==> config.mk <==
export PLATFORM = sky130hd
export DESIGN_NAME = dmf_top
export DESIGN_NICKNAME = d
export VERILOG_FILES = /design/src/verilog/dmf_pkg.sv /design/src/verilog/dmf_top.sv
export SDC_FILE = /design/constraint.sdc
export NUM_CORES = 1
export LEC_CHECK = 0
export ABC_AREA = 1
export BUFFER_PORTS_ARGS = -buffer_cell sky130_fd_sc_hd__buf_4
export CORE_MARGIN = 5
export CORE_UTILIZATION = 58
export CTS_BUF_LIST = sky130_fd_sc_hd__clkbuf_4
export DETAILED_ROUTE_END_ITERATION = 16
export GPL_ROUTABILITY_DRIVEN = 0
export PLACE_DENSITY = 0.9
export SYNTH_ARGS = -nofsm -noshare
export SYNTH_HDL_FRONTEND = slang
export SYNTH_SLANG_ARGS = --single-unit
==> constraint.sdc <==
create_clock -name CLK -period 4.3 [get_ports CLK]
set_input_delay 0.43 -clock CLK [delete_from_list [all_inputs] [get_ports CLK]]
set_output_delay 0.43 -clock CLK [all_outputs]
set_load 0.05 [all_outputs]
==> src/verilog/dmf_pkg.sv <==
// package: data memory and special register file constants and types
package dmf_pkg;
    localparam int DATA_W = 8;
    localparam int ADDR_W = 8;
    localparam int PC_W   = 10;
    // special register addresses
    localparam logic [7:0] A_IND0    = 8'h00;
    localparam logic [7:0] A_PTR0    = 8'h01;
    localparam logic [7:0] A_IND1    = 8'h02;
    localparam logic [7:0] A_PTR1    = 8'h03;
    localparam logic [7:0] A_WORK    = 8'h05;
    localparam logic [7:0] A_PCL     = 8'h06;
    localparam logic [7:0] A_TBLPTR  = 8'h07;
    localparam logic [7:0] A_TBLHI   = 8'h08;
    localparam logic [7:0] A_STATUS  = 8'h0a;
    localparam logic [7:0] A_CTRL    = 8'h0b;
    localparam logic [7:0] GP_BASE   = 8'h40;
    localparam logic [7:0] GP_LAST   = 8'h7f;
    localparam int         GP_DEPTH  = 64;
    // status bit positions
    localparam int ST_C  = 0;
    localparam int ST_AC = 1;
    localparam int ST_Z  = 2;
    localparam int ST_OV = 3;
    localparam int ST_PD = 4;
    localparam int ST_TO = 5;
    localparam logic [7:0] ST_WR_MASK = 8'h0f;
    localparam logic [7:0] ZERO8      = 8'h00;
    // apb register map
    localparam logic [11:0] R_CTRL   = 12'h000;
    localparam logic [11:0] R_ADDR   = 12'h004;
    localparam logic [11:0] R_WDATA  = 12'h008;
    localparam logic [11:0] R_RDATA  = 12'h00c;
    localparam logic [11:0] R_STATUS = 12'h010;
    localparam logic [11:0] R_WORK   = 12'h014;
    localparam logic [11:0] R_PC     = 12'h018;
    localparam logic [11:0] R_TBLHI  = 12'h01c;
    localparam logic [11:0] R_ALU    = 12'h020;
    localparam logic [11:0] R_EVENT  = 12'h024;
    localparam logic [11:0] R_PTRS   = 12'h028;
    // command codes in R_CTRL[3:0]
    typedef enum logic [3:0] {
        CMD_NONE   = 4'h0,
        CMD_RDMEM  = 4'h1,
        CMD_WRMEM  = 4'h2,
        CMD_BSET   = 4'h3,
        CMD_BCLR   = 4'h4,
        CMD_ALU    = 4'h5,
        CMD_TBLRD  = 4'h6,
        CMD_INC    = 4'h7,
        CMD_DEC    = 4'h8,
        CMD_MOVWM  = 4'h9
    } dmf_cmd_t;
    // alu ops in R_ALU[3:0]
    typedef enum logic [3:0] {
        OP_ADD = 4'h0,
        OP_ADC = 4'h1,
        OP_SUB = 4'h2,
        OP_SBC = 4'h3,
        OP_AND = 4'h4,
        OP_OR  = 4'h5,
        OP_XOR = 4'h6,
        OP_RRC = 4'h7,
        OP_RLC = 4'h8
    } dmf_op_t;
    // event bits in R_EVENT
    localparam int EV_HALT = 0;
    localparam int EV_WCLR = 1;
    localparam int EV_WDTO = 2;
endpackage

==> src/verilog/dmf_top.sv <==
// data memory and special function register file with apb command port
`timescale 1ns/1ps
module dmf_top
    import dmf_pkg::*;
(
    // clock and reset
    input  wire logic        CLK,
    input  wire logic        SRST,
    // apb slave
    input  wire logic        PSEL,
    input  wire logic        PENABLE,
    input  wire logic        PWRITE,
    input  wire logic [11:0] PADDR,
    input  wire logic [31:0] PWDATA,
    output logic      [31:0] PRDATA,
    output logic             PREADY,
    output logic             PSLVERR,
    // table data returned by program memory
    input  wire logic [13:0] TABLE_DATA,
    // program counter to fetch logic
    output logic      [9:0]  PC_OUT,
    output logic             DUMMY_CYCLE
);
    import dmf_pkg::*;

    logic [7:0] gp_mem [GP_DEPTH];
    logic [7:0] ptr0_reg, ptr1_reg, work_reg, tblptr_reg, tblhi_reg;
    logic [7:0] ctrl_reg, addr_reg, wdata_reg, rdata_reg, alu_reg;
    logic [5:0] status_reg;
    logic [9:0] pc_reg;
    logic       dummy_reg;

    logic wr_en, rd_en, go;
    logic [3:0] cmd;
    assign wr_en = PSEL & PENABLE & PWRITE;
    assign rd_en = PSEL & PENABLE & ~PWRITE;
    assign go    = wr_en && PADDR == R_CTRL;
    assign cmd   = PWDATA[3:0];
    // every access completes in its first access cycle, so no wait states
    assign PREADY  = 1'b1;
    assign PSLVERR = 1'b0;

    // resolve indirect ports to the pointer value
    logic [7:0] eff_addr;
    logic       eff_null;
    always_comb begin
        eff_addr = addr_reg;
        if (addr_reg == A_IND0) begin
            eff_addr = ptr0_reg;
        end else if (addr_reg == A_IND1) begin
            eff_addr = ptr1_reg;
        end
        // port pointing at a port has nothing behind it
        eff_null = (eff_addr == A_IND0) || (eff_addr == A_IND1);
    end

    logic [5:0] gp_idx;
    logic       is_gp;
    assign is_gp  = eff_addr >= GP_BASE && eff_addr <= GP_LAST;
    // general area sits on a 64-byte boundary; low address bits index it
    assign gp_idx = eff_addr[5:0] - GP_BASE[5:0];

    // data memory read mux
    logic [7:0] mem_rd;
    always_comb begin
        mem_rd = ZERO8;
        if (!eff_null) begin
            if (is_gp) begin
                mem_rd = gp_mem[gp_idx];
            end else begin
                case (eff_addr)
                    A_PTR0:   mem_rd = ptr0_reg;
                    A_PTR1:   mem_rd = ptr1_reg;
                    A_WORK:   mem_rd = work_reg;
                    A_PCL:    mem_rd = pc_reg[7:0];
                    A_TBLPTR: mem_rd = tblptr_reg;
                    A_TBLHI:  mem_rd = tblhi_reg;
                    A_STATUS: mem_rd = {2'b00, status_reg};
                    default:  mem_rd = ZERO8;
                endcase
            end
        end
    end

    // value written back to memory by each writing command (RDMEM and ALU write none)
    logic [7:0] bit_mask, mem_wval;
    logic       mem_we;
    assign bit_mask = 8'h01 << PWDATA[6:4];
    always_comb begin
        mem_we   = 1'b0;
        mem_wval = wdata_reg;
        if (go) begin
            case (cmd)
                CMD_WRMEM: mem_we = 1'b1;
                CMD_MOVWM: begin
                    mem_we   = 1'b1;
                    mem_wval = work_reg;
                end
                CMD_BSET: begin
                    mem_we   = 1'b1;
                    mem_wval = mem_rd | bit_mask;
                end
                CMD_BCLR: begin
                    mem_we   = 1'b1;
                    mem_wval = mem_rd & ~bit_mask;
                end
                CMD_TBLRD: begin
                    mem_we   = 1'b1;
                    mem_wval = TABLE_DATA[7:0];
                end
                CMD_INC: begin
                    mem_we   = 1'b1;
                    mem_wval = mem_rd + 8'h01;
                end
                CMD_DEC: begin
                    mem_we   = 1'b1;
                    mem_wval = mem_rd - 8'h01;
                end
                default: mem_we = 1'b0;
            endcase
        end
    end

    logic wr_ok;
    assign wr_ok = mem_we && !eff_null;

    // alu: operand b from memory, a from working register
    logic [8:0] sum;
    logic [4:0] nib;
    logic [7:0] res, b_op;
    logic       cin, c_new, ac_new, ov_new, arith, rot, c7;
    always_comb begin
        b_op  = mem_rd;
        cin   = 1'b0;
        arith = 1'b1;
        rot   = 1'b0;
        case (alu_reg[3:0])
            OP_ADC: cin = status_reg[ST_C];
            OP_SUB: begin
                b_op = ~mem_rd;
                cin  = 1'b1;
            end
            OP_SBC: begin
                b_op = ~mem_rd;
                cin  = status_reg[ST_C];
            end
            default: cin = 1'b0;
        endcase
        // subtraction as a + ~b + 1: carry out means no borrow
        sum = {1'b0, work_reg} + {1'b0, b_op} + {8'h00, cin};
        nib = {1'b0, work_reg[3:0]} + {1'b0, b_op[3:0]} + {4'h0, cin};
        c7  = work_reg[7] ^ b_op[7] ^ sum[7];
        res = sum[7:0];
        c_new  = sum[8];
        ac_new = nib[4];
        ov_new = c7 ^ sum[8];
        case (alu_reg[3:0])
            OP_AND: begin
                res   = work_reg & mem_rd;
                arith = 1'b0;
            end
            OP_OR: begin
                res   = work_reg | mem_rd;
                arith = 1'b0;
            end
            OP_XOR: begin
                res   = work_reg ^ mem_rd;
                arith = 1'b0;
            end
            OP_RRC: begin
                res   = {status_reg[ST_C], work_reg[7:1]};
                c_new = work_reg[0];
                arith = 1'b0;
                rot   = 1'b1;
            end
            OP_RLC: begin
                res   = {work_reg[6:0], status_reg[ST_C]};
                c_new = work_reg[7];
                arith = 1'b0;
                rot   = 1'b1;
            end
            default: arith = 1'b1;
        endcase
    end

    // general purpose memory
    always_ff @(posedge CLK) begin
        if (wr_ok && is_gp) begin
            gp_mem[gp_idx] <= mem_wval;
        end
    end

    // pointers and table pointer
    always_ff @(posedge CLK) begin
        if (SRST) begin
            ptr0_reg   <= ZERO8;
            ptr1_reg   <= ZERO8;
            tblptr_reg <= ZERO8;
        end else if (wr_ok) begin
            if (eff_addr == A_PTR0) ptr0_reg <= mem_wval;
            if (eff_addr == A_PTR1) ptr1_reg <= mem_wval;
            if (eff_addr == A_TBLPTR) tblptr_reg <= mem_wval;
        end
    end

    // working register: alu results and direct moves
    always_ff @(posedge CLK) begin
        if (SRST) begin
            work_reg <= ZERO8;
        end else if (wr_en && PADDR == R_WORK) begin
            work_reg <= PWDATA[7:0];
        end else if (go && cmd == CMD_ALU) begin
            work_reg <= res;
        end else if (go && cmd == CMD_RDMEM) begin
            work_reg <= mem_rd;
        end else if (wr_ok && eff_addr == A_WORK) begin
            work_reg <= mem_wval;
        end
    end

    // table high byte is read only to the program
    always_ff @(posedge CLK) begin
        if (SRST) begin
            tblhi_reg <= ZERO8;
        end else if (go && cmd == CMD_TBLRD) begin
            tblhi_reg <= {2'b00, TABLE_DATA[13:8]};
        end
    end

    // program counter; only the low byte is data memory visible
    always_ff @(posedge CLK) begin
        if (SRST) begin
            pc_reg    <= '0;
            dummy_reg <= 1'b0;
        end else begin
            dummy_reg <= wr_ok && eff_addr == A_PCL;
            if (wr_ok && eff_addr == A_PCL) begin
                pc_reg <= {pc_reg[9:8], mem_wval};
            end else if (wr_en && PADDR == R_PC) begin
                pc_reg <= PWDATA[9:0];
            end
        end
    end
    assign PC_OUT      = pc_reg;
    assign DUMMY_CYCLE = dummy_reg;

    // status flags; never stacked, software saves them itself
    always_ff @(posedge CLK) begin
        if (SRST) begin
            status_reg <= '0;
        end else begin
            if (go && cmd == CMD_ALU) begin
                status_reg[ST_Z] <= res == ZERO8;
                if (arith || rot) status_reg[ST_C] <= c_new;
                if (arith) begin
                    status_reg[ST_AC] <= ac_new;
                    status_reg[ST_OV] <= ov_new;
                end
            end else if (wr_ok && eff_addr == A_STATUS) begin
                // timeout and sleep bits lie outside the write mask
                status_reg <= (status_reg & ~ST_WR_MASK[5:0])
                    | (mem_wval[5:0] & ST_WR_MASK[5:0]);
            end
            if (wr_en && PADDR == R_EVENT) begin
                // a set and a clear in one write: the set wins
                if (PWDATA[EV_HALT]) begin
                    status_reg[ST_PD] <= 1'b1;
                end else if (PWDATA[EV_WCLR]) begin
                    status_reg[ST_PD] <= 1'b0;
                end
                if (PWDATA[EV_WDTO]) begin
                    status_reg[ST_TO] <= 1'b1;
                end else if (PWDATA[EV_WCLR] || PWDATA[EV_HALT]) begin
                    status_reg[ST_TO] <= 1'b0;
                end
            end
        end
    end

    // command registers
    always_ff @(posedge CLK) begin
        if (SRST) begin
            ctrl_reg  <= ZERO8;
            addr_reg  <= ZERO8;
            wdata_reg <= ZERO8;
            alu_reg   <= ZERO8;
            rdata_reg <= ZERO8;
        end else begin
            if (wr_en && PADDR == R_CTRL)  ctrl_reg  <= PWDATA[7:0];
            if (wr_en && PADDR == R_ADDR)  addr_reg  <= PWDATA[7:0];
            if (wr_en && PADDR == R_WDATA) wdata_reg <= PWDATA[7:0];
            if (wr_en && PADDR == R_ALU)   alu_reg   <= PWDATA[7:0];
            if (go && cmd == CMD_RDMEM)    rdata_reg <= mem_rd;
        end
    end

    // apb read data, combinational on the access phase
    always_comb begin
        PRDATA = 32'h0000_0000;
        if (rd_en) begin
            case (PADDR)
                R_CTRL:   PRDATA = {24'h0, ctrl_reg};
                R_ADDR:   PRDATA = {24'h0, addr_reg};
                R_WDATA:  PRDATA = {24'h0, wdata_reg};
                R_RDATA:  PRDATA = {24'h0, rdata_reg};
                R_STATUS: PRDATA = {26'h0, status_reg};
                R_WORK:   PRDATA = {24'h0, work_reg};
                R_PC:     PRDATA = {22'h0, pc_reg};
                R_TBLHI:  PRDATA = {24'h0, tblhi_reg};
                R_ALU:    PRDATA = {24'h0, alu_reg};
                R_PTRS:   PRDATA = {8'h0, tblptr_reg, ptr1_reg, ptr0_reg};
                default:  PRDATA = 32'h0000_0000;
            endcase
        end
    end
endmodule
==> results.json, run 1 <==
{
  "status": "aborted with a tool error",
  "outcome.stop_stage": "5_1_grt",
  "first-error": "[ERROR GRT-0232] Routing congestion too high. Check the congestion heatmap in the GUI.",
  "dp_wirelength_um": 58900,
  "clock-root-buffer": "sky130_fd_sc_hd__clkbuf_4",
  "yosys.cell_types.count": 58,
  "yosys_register_bits": 607,
  "globalroute.repair_timing.worst_endpoint": "status_reg[2]$_SDFFE_PP0P_/D",
  "die_y_um": 226,
  "async_reset_ff_share_pct": 0,
  "grt_max_degree": 67,
  "tritoncts.num_buffers": 150,
  "num_rows": 79,
  "synth_cells": 2610,
  "numClockSinks": 607,
  "ys_dominant_reg_cell": "sky130_fd_sc_hd__edfxtp_1",
  "cts_buffer_depth": 3,
  "buffer_ports.inserted": 75,
  "synth_warnings": 0,
  "place.detailed.instances": 3513,
  "endpoint_type": "register data pin",
  "die_w_um": 226,
  "grtUsageTotal_pct": 65.9,
  "ios": 108,
  "initial_core_utilization_pct": 58.5,
  "synth_enable_flop_cells": 512,
  "post-place-ws_ps": -761,
  "yosysSeqAreaShare_pct": 63.6,
  "cell_area_after_technology_mapping_um2": 27200,
  "average_instance_area_after_synthesis_um2": 10.4,
  "htree_num_levels": 4,
  "grt_remaining_overflow": 91
}
cell usage after synthesis (8+ instances only):
master / n / area (µm²)
sky130_fd_sc_hd__dfxtp_1: 95 / 1900
sky130_fd_sc_hd__nand3_1: 69 / 345
sky130_fd_sc_hd__nor2_1: 288 / 1080
sky130_fd_sc_hd__a211oi_1: 18 / 135
sky130_fd_sc_hd__nor3_1: 39 / 195
sky130_fd_sc_hd__inv_2: 16 / 60.1
sky130_fd_sc_hd__nand3b_1: 20 / 150
sky130_fd_sc_hd__buf_4: 22 / 165
sky130_fd_sc_hd__nand2_2: 20 / 125
sky130_fd_sc_hd__a221oi_1: 18 / 158
sky130_fd_sc_hd__edfxtp_1: 512 / 15400
sky130_fd_sc_hd__nand2_1: 529 / 1990
sky130_fd_sc_hd__o22ai_1: 191 / 1190
sky130_fd_sc_hd__o21ai_1: 33 / 165
sky130_fd_sc_hd__nand4_1: 22 / 138
sky130_fd_sc_hd__inv_1: 213 / 800
sky130_fd_sc_hd__nor2_4: 8 / 90.1
sky130_fd_sc_hd__clkbuf_1: 44 / 165
sky130_fd_sc_hd__o21ai_0: 177 / 886
sky130_fd_sc_hd__ha_1: 28 / 350
sky130_fd_sc_hd__buf_2: 32 / 160
sky130_fd_sc_hd__xor2_1: 12 / 105
sky130_fd_sc_hd__a21oi_1: 98 / 490
sky130_fd_sc_hd__buf_6: 14 / 158
layer usage:
layer / global-route usage [%] / overflow
met3: 59.4 / 5
met5: 35.8 / 0
met2: 77.8 / 37
met4: 59.5 / 41
met1: 65.1 / 8
repair_timing:
action / 4_1_cts
hold buffers: 33
gates cloned: 10
hold endpoints to repair: 63
pin swaps: 77
resized for setup: 238
endpoints found under the setup margin: 479
buffers inserted: 61
cells by family after synthesis:
kind of cell,Yosys count,share of synthesized area [%]
and+or+nand+nor,1024,16.2
DFF,607,63.6
AOI/OAI and AO/OA,588,12.7
buffers and inverters,345,5.62
adders and majority gates,30,1.44
xor gates and xnor gates,14,0.451
other,2,0.0276
metrics by stage:
step / instance area [µm²] / setup TNS, ps
2_1_floorplan: 27200 / 0
3_3_place_gp: 30700 / -63380
3_5_place_dp: 30700 / -120860
4_1_cts: 34500 / -32770
==> run 2: changes to the inputs <==
--- a/config.mk
+++ b/config.mk
@@ -8,11 +8,10 @@
 export ABC_AREA = 1
 export BUFFER_PORTS_ARGS = -buffer_cell sky130_fd_sc_hd__buf_4
 export CORE_MARGIN = 5
-export CORE_UTILIZATION = 58
-export CTS_BUF_LIST = sky130_fd_sc_hd__clkbuf_4
+export CORE_UTILIZATION = 40
 export DETAILED_ROUTE_END_ITERATION = 16
 export GPL_ROUTABILITY_DRIVEN = 0
-export PLACE_DENSITY = 0.9
+export PLACE_DENSITY_LB_ADDON = 0.15
 export SYNTH_ARGS = -nofsm -noshare
 export SYNTH_HDL_FRONTEND = slang
 export SYNTH_SLANG_ARGS = --single-unit
==> constraint.sdc (replaced) <==
create_clock -name CLK -period 5.59 [get_ports CLK]
set_input_delay 0.559 -clock CLK [delete_from_list [all_inputs] [get_ports CLK]]
set_output_delay 0.559 -clock CLK [all_outputs]
set_load 0.05 [all_outputs]
==> results.json, run 2 <==
{
  "postRouteWirelength_um": 86500,
  "tritoncts": "yes",
  "areaGrowthSynthToFinish_pct": 18.0,
  "synth_warnings": 0,
  "hold_buffers": 0,
  "route.detailed.wl_per_inst_um": 23.0,
  "share_seq_of_total_power_pct": 51.8,
  "grt_first_pass_wirelength_um": 128000,
  "synth_top_area_cell": "sky130_fd_sc_hd__edfxtp_1",
  "worstSetupPathType": "register to register",
  "num_rows": 95,
  "grtUsageTotal_pct": 22.9,
  "worst_hold_path_type": "input port to register",
  "max_cap_viol_count": 0,
  "ys_dominant_reg_cell": "sky130_fd_sc_hd__edfxtp_1",
  "buffer_ports.inserted": 75,
  "cell_area_after_technology_mapping_um2": 27200,
  "endpoint_kind": "register",
  "layout.filler_cells": 6174,
  "timing.max_slew.rel_slack_pct": 18.0,
  "async_reset_ff_share_pct": 0,
  "clock-root-buffer": "sky130_fd_sc_hd__clkbuf_16",
  "final_cell_mix": "sky130_fd_sc_hd__nand2_1 (528), sky130_fd_sc_hd__edfxtp_1 (512), sky130_fd_sc_hd__nor2_1 (288)",
  "placeableCoreArea_um2": 67300,
  "yosys.cell_count.top_type": "sky130_fd_sc_hd__nand2_1",
  "synth_common_cells": "sky130_fd_sc_hd__nand2_1 (529), sky130_fd_sc_hd__edfxtp_1 (512), sky130_fd_sc_hd__nor2_1 (288), sky130_fd_sc_hd__inv_1 (213), sky130_fd_sc_hd__o22ai_1 (191)",
  "cts_buffer_depth": 3,
  "htree_num_levels": 3,
  "synth_top_family_by_area": "simple AND/OR/NAND/NOR gates",
  "largest_reg_flops": 512,
  "clk_transition_reported_paths_ps": 60,
  "setup-violations-final": 0,
  "timing.critical_path.depth": 28,
  "cp_slowest_stage_delay_ps": 320,
  "timing.critical_path.required_ps": 5910,
  "area_fraction_in_compound_gates_after_synthesis_pct": 12.7,
  "yosysSeqAreaShare_pct": 63.6,
  "ff2ff_path_depth": 28,
  "post-layout-total-power_w": 0.00933,
  "synthMuxAreaShare_pct": 0,
  "synth_enable_flop_cells": 512,
  "synth_simple_gate_area_share_pct": 16.2,
  "final_setup_tns_ps": 0,
  "grt_max_degree": 70,
  "numClockSinks": 607,
  "synth_area_leaders": "sky130_fd_sc_hd__edfxtp_1 (57%), sky130_fd_sc_hd__nand2_1 (7.3%), sky130_fd_sc_hd__dfxtp_1 (7.0%)",
  "yosys.area.top_type_share_pct": 56.6,
  "timing.critical_path.max_delay_family": "simple AND/OR/NAND/NOR gates",
  "power_leakage_nw": 11.9,
  "layout_min_cycle_time_ps": 5360,
  "die_y_um": 271,
  "mostFrequentLayoutCell": "sky130_fd_sc_hd__nand2_1",
  "finalClockSkew_ps": 36.2,
  "tritoncts.num_buffers": 68,
  "timing.final.hold_violations": 0,
  "power_frac_comb_pct": 1.0,
  "average_instance_area_after_synthesis_um2": 10.4,
  "finalCritPeriodShare_pct": 95.9,
  "switching_power_w": 0.00185,
  "detail_route.first_pass.iterations": 6,
  "post-place-ws_ps": 163,
  "crit_path_max_fanout": 45,
  "layout.core_utilization_pct": 47.7,
  "ios": 108,
  "grt_remaining_overflow": 0,
  "nNetsFinal": 2919,
  "top_register": "gp_mem",
  "power_dens_cells_nw_per_um2": 291,
  "critical_path_buf_inv_count": 7,
  "startpoint_kind_of_the_worst_setup_timing_path": "register",
  "worst_slew_pin_slew_ps": 1230,
  "dp_wirelength_um": 58600,
  "final_layout_size_suffix_gt1_share_pct": 15.0,
  "layout_setup_ws_ps": 228,
  "grt_antenna_before_repair": 0,
  "cpMostUsedCell": "sky130_fd_sc_hd__nand2_1",
  "initial_core_utilization_pct": 40.4,
  "fp.dieArea_um2": 73300,
  "die_w_um": 271,
  "grt_setup_unrepaired": "no",
  "hold-worst-slack_ps": 164,
  "worstPathArrival_ps": 5680,
  "yosys_register_bits": 607,
  "slowest_stage": "sky130_fd_sc_hd__dfxtp_1",
  "yosys.area_share.adder_pct": 1.44,
  "min_path_cells": 3,
  "synth_cells": 2610,
  "fmax_mhz": 186,
  "drc": 0,
  "xor_and_xnor_fraction_of_the_mapped_netlist_area_pct": 0.451,
  "detailedRoute.firstIterationViolations": 2050,
  "seq_area_um2": 17300,
  "clock_network_fraction_of_total_power_pct": 47.1,
  "multi_input_area_um2": 8470,
  "worst_ir_drop_vdd_v": 0.000259,
  "drt-vias-per-instance": 5.59,
  "antenna_left": 0,
  "vias": 21000,
  "yosys.cell_types.count": 58,
  "status": "completed",
  "number_of_global_route_vias_before_repair": 20200,
  "intPower_w": 0.00748,
  "power_switching_share_pct": 19.8,
  "final-max-slew-violation-count": 0,
  "worstSkewPairLatency_ps": 620
}
==> run 2: cell counts after synthesis <==
Identical to the previous run, type by type.
==> run 2: kinds of logic after synthesis <==
family	Yosys count
adders and majority gates	30
xor gates and xnor gates	14
and+or+nand+nor	1024
DFF	607
buffers and inverters	345
other	2
AOI/OAI and AO/OA	588
==> run 2: metal layers <==
metal / GRT usage [%] / routed length, µm / up-vias / share of wire [%]
met1: 31.6 / 37400 / 10200 / 43
met3: 4.12 / 6520 / 197 / 7.5
met5: 0 / 0 / - / 0
met2: 36.1 / 39000 / 895 / 45
li1: - / - / 9669 / -
met4: 9.02 / 3530 / 0 / 4.1
==> run 2: final cells by class <==
class                           count  share of cell area [%]
Timing Repair Buffer              251                    6.69
Antenna cell                        1                 0.00781
Sequential cell                   607                    53.9
Clock inverter                     39                    1.12
Clock buffer                       84                    5.73
Multi-Input combinational cell   1666                    26.4
Tap cell                          873                    3.41
Inverter                          232                    2.75
==> run 2: timing repair <==
action | 4_1_cts | 5_1_grt
setup buffers | 0 | 5
resized for setup | 0 | 21
setup endpoints to repair | 0 | 72
==> run 2: final timing paths <==
check,startpoint,endpoint,slack (ps)
min,PWDATA[8],PC_OUT[8],160
max,addr_reg[7],gp_mem[56][6],230
max reg2reg,addr_reg[7],gp_mem[56][6],230
min reg2reg,ctrl_reg[0],ctrl_reg[0],470
==> run 2: through the flow <==
stage	cells	instance area [µm²]
after floorplan	2618	27200
after global placement	3623	29700
after detailed placement	3623	29700
after CTS	3746	31900
after global routing	3752	32100
final	3753	32100
==> run 2: worst register-to-register path, delay by kind of cell, from the launching register on <==
family	cells	cell delay, ps
simple gates	15	1970
buf+inv	7	1230
compound gates	5	1190
flops	1	320
fa+ha+maj	1	310
==> run 2: power by group through the flow <==
| stage | Clock (W) | Combinational [W] | Sequential, W |
|---|---|---|---|
| 6_report | 0.00440 | 0.0000978 | 0.00484 |
| 3_3_place_gp | 0 | 0.0000939 | 0.00493 |
| 4_1_cts | 0.00448 | 0.0000951 | 0.00484 |
| 2_1_floorplan | 0 | 0.0000569 | 0.00493 |
| 3_5_place_dp | 0 | 0.0000947 | 0.00493 |
| 5_1_grt | 0.00469 | 0.000103 | 0.00483 |
Power figures use the tool's default switching activity.
==> run 3: changes to the inputs <==
==> constraint.sdc (replaced) <==
create_clock -name CLK -period 5.85 [get_ports CLK]
set_input_delay 0.585 -clock CLK [delete_from_list [all_inputs] [get_ports CLK]]
set_output_delay 0.585 -clock CLK [all_outputs]
set_load 0.05 [all_outputs]
==> results.json, run 3 (synthesis results as in run 2) <==
{
  "largest_reg_flops": 512,
  "ios": 108,
  "layout_min_cycle_time_ps": 5560,
  "nNetsFinal": 2884,
  "mostFrequentLayoutCell": "sky130_fd_sc_hd__nand2_1",
  "timing.max_slew.rel_slack_pct": 15.2,
  "power_dens_cells_nw_per_um2": 280,
  "worstPathArrival_ps": 5910,
  "antenna_left": 0,
  "layout_setup_ws_ps": 294,
  "drc": 0,
  "areaGrowthSynthToFinish_pct": 16.7,
  "crit_path_max_fanout": 64,
  "worst_slew_pin_slew_ps": 1270,
  "numClockSinks": 607,
  "buffer_ports.inserted": 75,
  "grt_max_degree": 70,
  "placeableCoreArea_um2": 67300,
  "hold_buffers": 0,
  "grt_remaining_overflow": 0,
  "setup-violations-final": 0,
  "endpoint_kind": "register",
  "timing.critical_path.required_ps": 6200,
  "grtUsageTotal_pct": 22.7,
  "vias": 20900,
  "die_w_um": 271,
  "grt_antenna_before_repair": 2,
  "finalCritPeriodShare_pct": 95.0,
  "drt-vias-per-instance": 5.62,
  "number_of_global_route_vias_before_repair": 20200,
  "worstSetupPathType": "register to register",
  "clock-root-buffer": "sky130_fd_sc_hd__clkbuf_16",
  "htree_num_levels": 3,
  "final_setup_tns_ps": 0,
  "final-max-slew-violation-count": 0,
  "fmax_mhz": 180,
  "timing.final.hold_violations": 0,
  "dp_wirelength_um": 57600,
  "final_layout_size_suffix_gt1_share_pct": 13.9,
  "cp_slowest_stage_delay_ps": 350,
  "num_rows": 95,
  "power_leakage_nw": 11.7,
  "startpoint_kind_of_the_worst_setup_timing_path": "register",
  "final_cell_mix": "sky130_fd_sc_hd__nand2_1 (528), sky130_fd_sc_hd__edfxtp_1 (512), sky130_fd_sc_hd__nor2_1 (287)",
  "worst_ir_drop_vdd_v": 0.000230,
  "grt_first_pass_wirelength_um": 127000,
  "detail_route.first_pass.iterations": 6,
  "worst_hold_path_type": "input port to register",
  "status": "completed",
  "finalClockSkew_ps": 32.2,
  "cpMostUsedCell": "sky130_fd_sc_hd__nand2_1",
  "initial_core_utilization_pct": 40.4,
  "post-place-ws_ps": 237,
  "cts.repair.resized": 0,
  "worstSkewPairLatency_ps": 610,
  "postRouteWirelength_um": 86000,
  "layout.core_utilization_pct": 47.1,
  "cts_buffer_depth": 3,
  "antenna-diode-count": 0,
  "max_cap_viol_count": 0,
  "layout.cell_area.non_filler_um2": 31700,
  "slowest_stage": "sky130_fd_sc_hd__dfxtp_1",
  "grt_setup_unrepaired": "yes",
  "tritoncts": "yes",
  "die_y_um": 271,
  "top_register": "gp_mem",
  "post-cts-setup-buffers": 0,
  "dpl_cell_area_um2": 29500,
  "fp.dieArea_um2": 73300,
  "detailedRoute.firstIterationViolations": 1987,
  "clk_transition_reported_paths_ps": 60,
  "hold-worst-slack_ps": 202,
  "route.detailed.wl_per_inst_um": 23.1,
  "tritoncts.num_buffers": 68
}
[run 3: layout make-up]
type | instances | area, µm²
repair buffers | 216 | 1840
multi-input cells | 1666 | 8450
well taps | 873 | 1090
flip-flops and latches | 607 | 17300
inverters | 232 | 881
clock buffers | 86 | 1860
fillers | 6246 | 35600
clock inverters | 36 | 310
[run 3: metrics by stage]
| stage | std cells | power, W |
|---|---|---|
| after global placement | 3593 | 0.00480 |
| after detailed placement | 3593 | 0.00480 |
| after CTS | 3715 | 0.00895 |
| final | 3716 | 0.00887 |
| after global routing | 3716 | 0.00914 |
| after floorplan | 2618 | 0.00477 |
[run 3: per-layer routing]
layer | GRT usage (%) | share of wire, % | wire length (µm)
met1 | 30.7 | 42 | 35800
met3 | 4.98 | 8.6 | 7380
met2 | 36.3 | 46 | 39400
met4 | 8.21 | 4.1 | 3490
met5 | 0 | 0.031 | 27
[run 3: path summary, 6_finish.rpt]
kind / slack (ps) / from / depth (start not counted) / endpoint
min: 200 / PWDATA[8] / 3 / PC_OUT[8]
max reg2reg: 290 / addr_reg[2] / 29 / gp_mem[37][6]
min reg2reg: 480 / ctrl_reg[0] / 2 / ctrl_reg[0]
max: 290 / addr_reg[2] / 29 / gp_mem[37][6]
[run 3: power by group]
group | leakage, nW | switching, W | internal [W] | total (W)
clock | 1.06 | 0.00171 | 0.00244 | 0.00416
combinational | 5.44 | 0.0000676 | 0.0000272 | 0.0000948
sequential | 5.22 | 0.0000000155 | 0.00462 | 0.00462
[run 3: critical path: cells and delay by family, from the launching register on]
| family | cells | cell delay (ps) |
|---|---|---|
| buf+inv | 7 | 1340 |
| simple gates | 15 | 1760 |
| flops | 1 | 350 |
| fa+ha+maj | 1 | 310 |
| compound gates | 6 | 1470 |
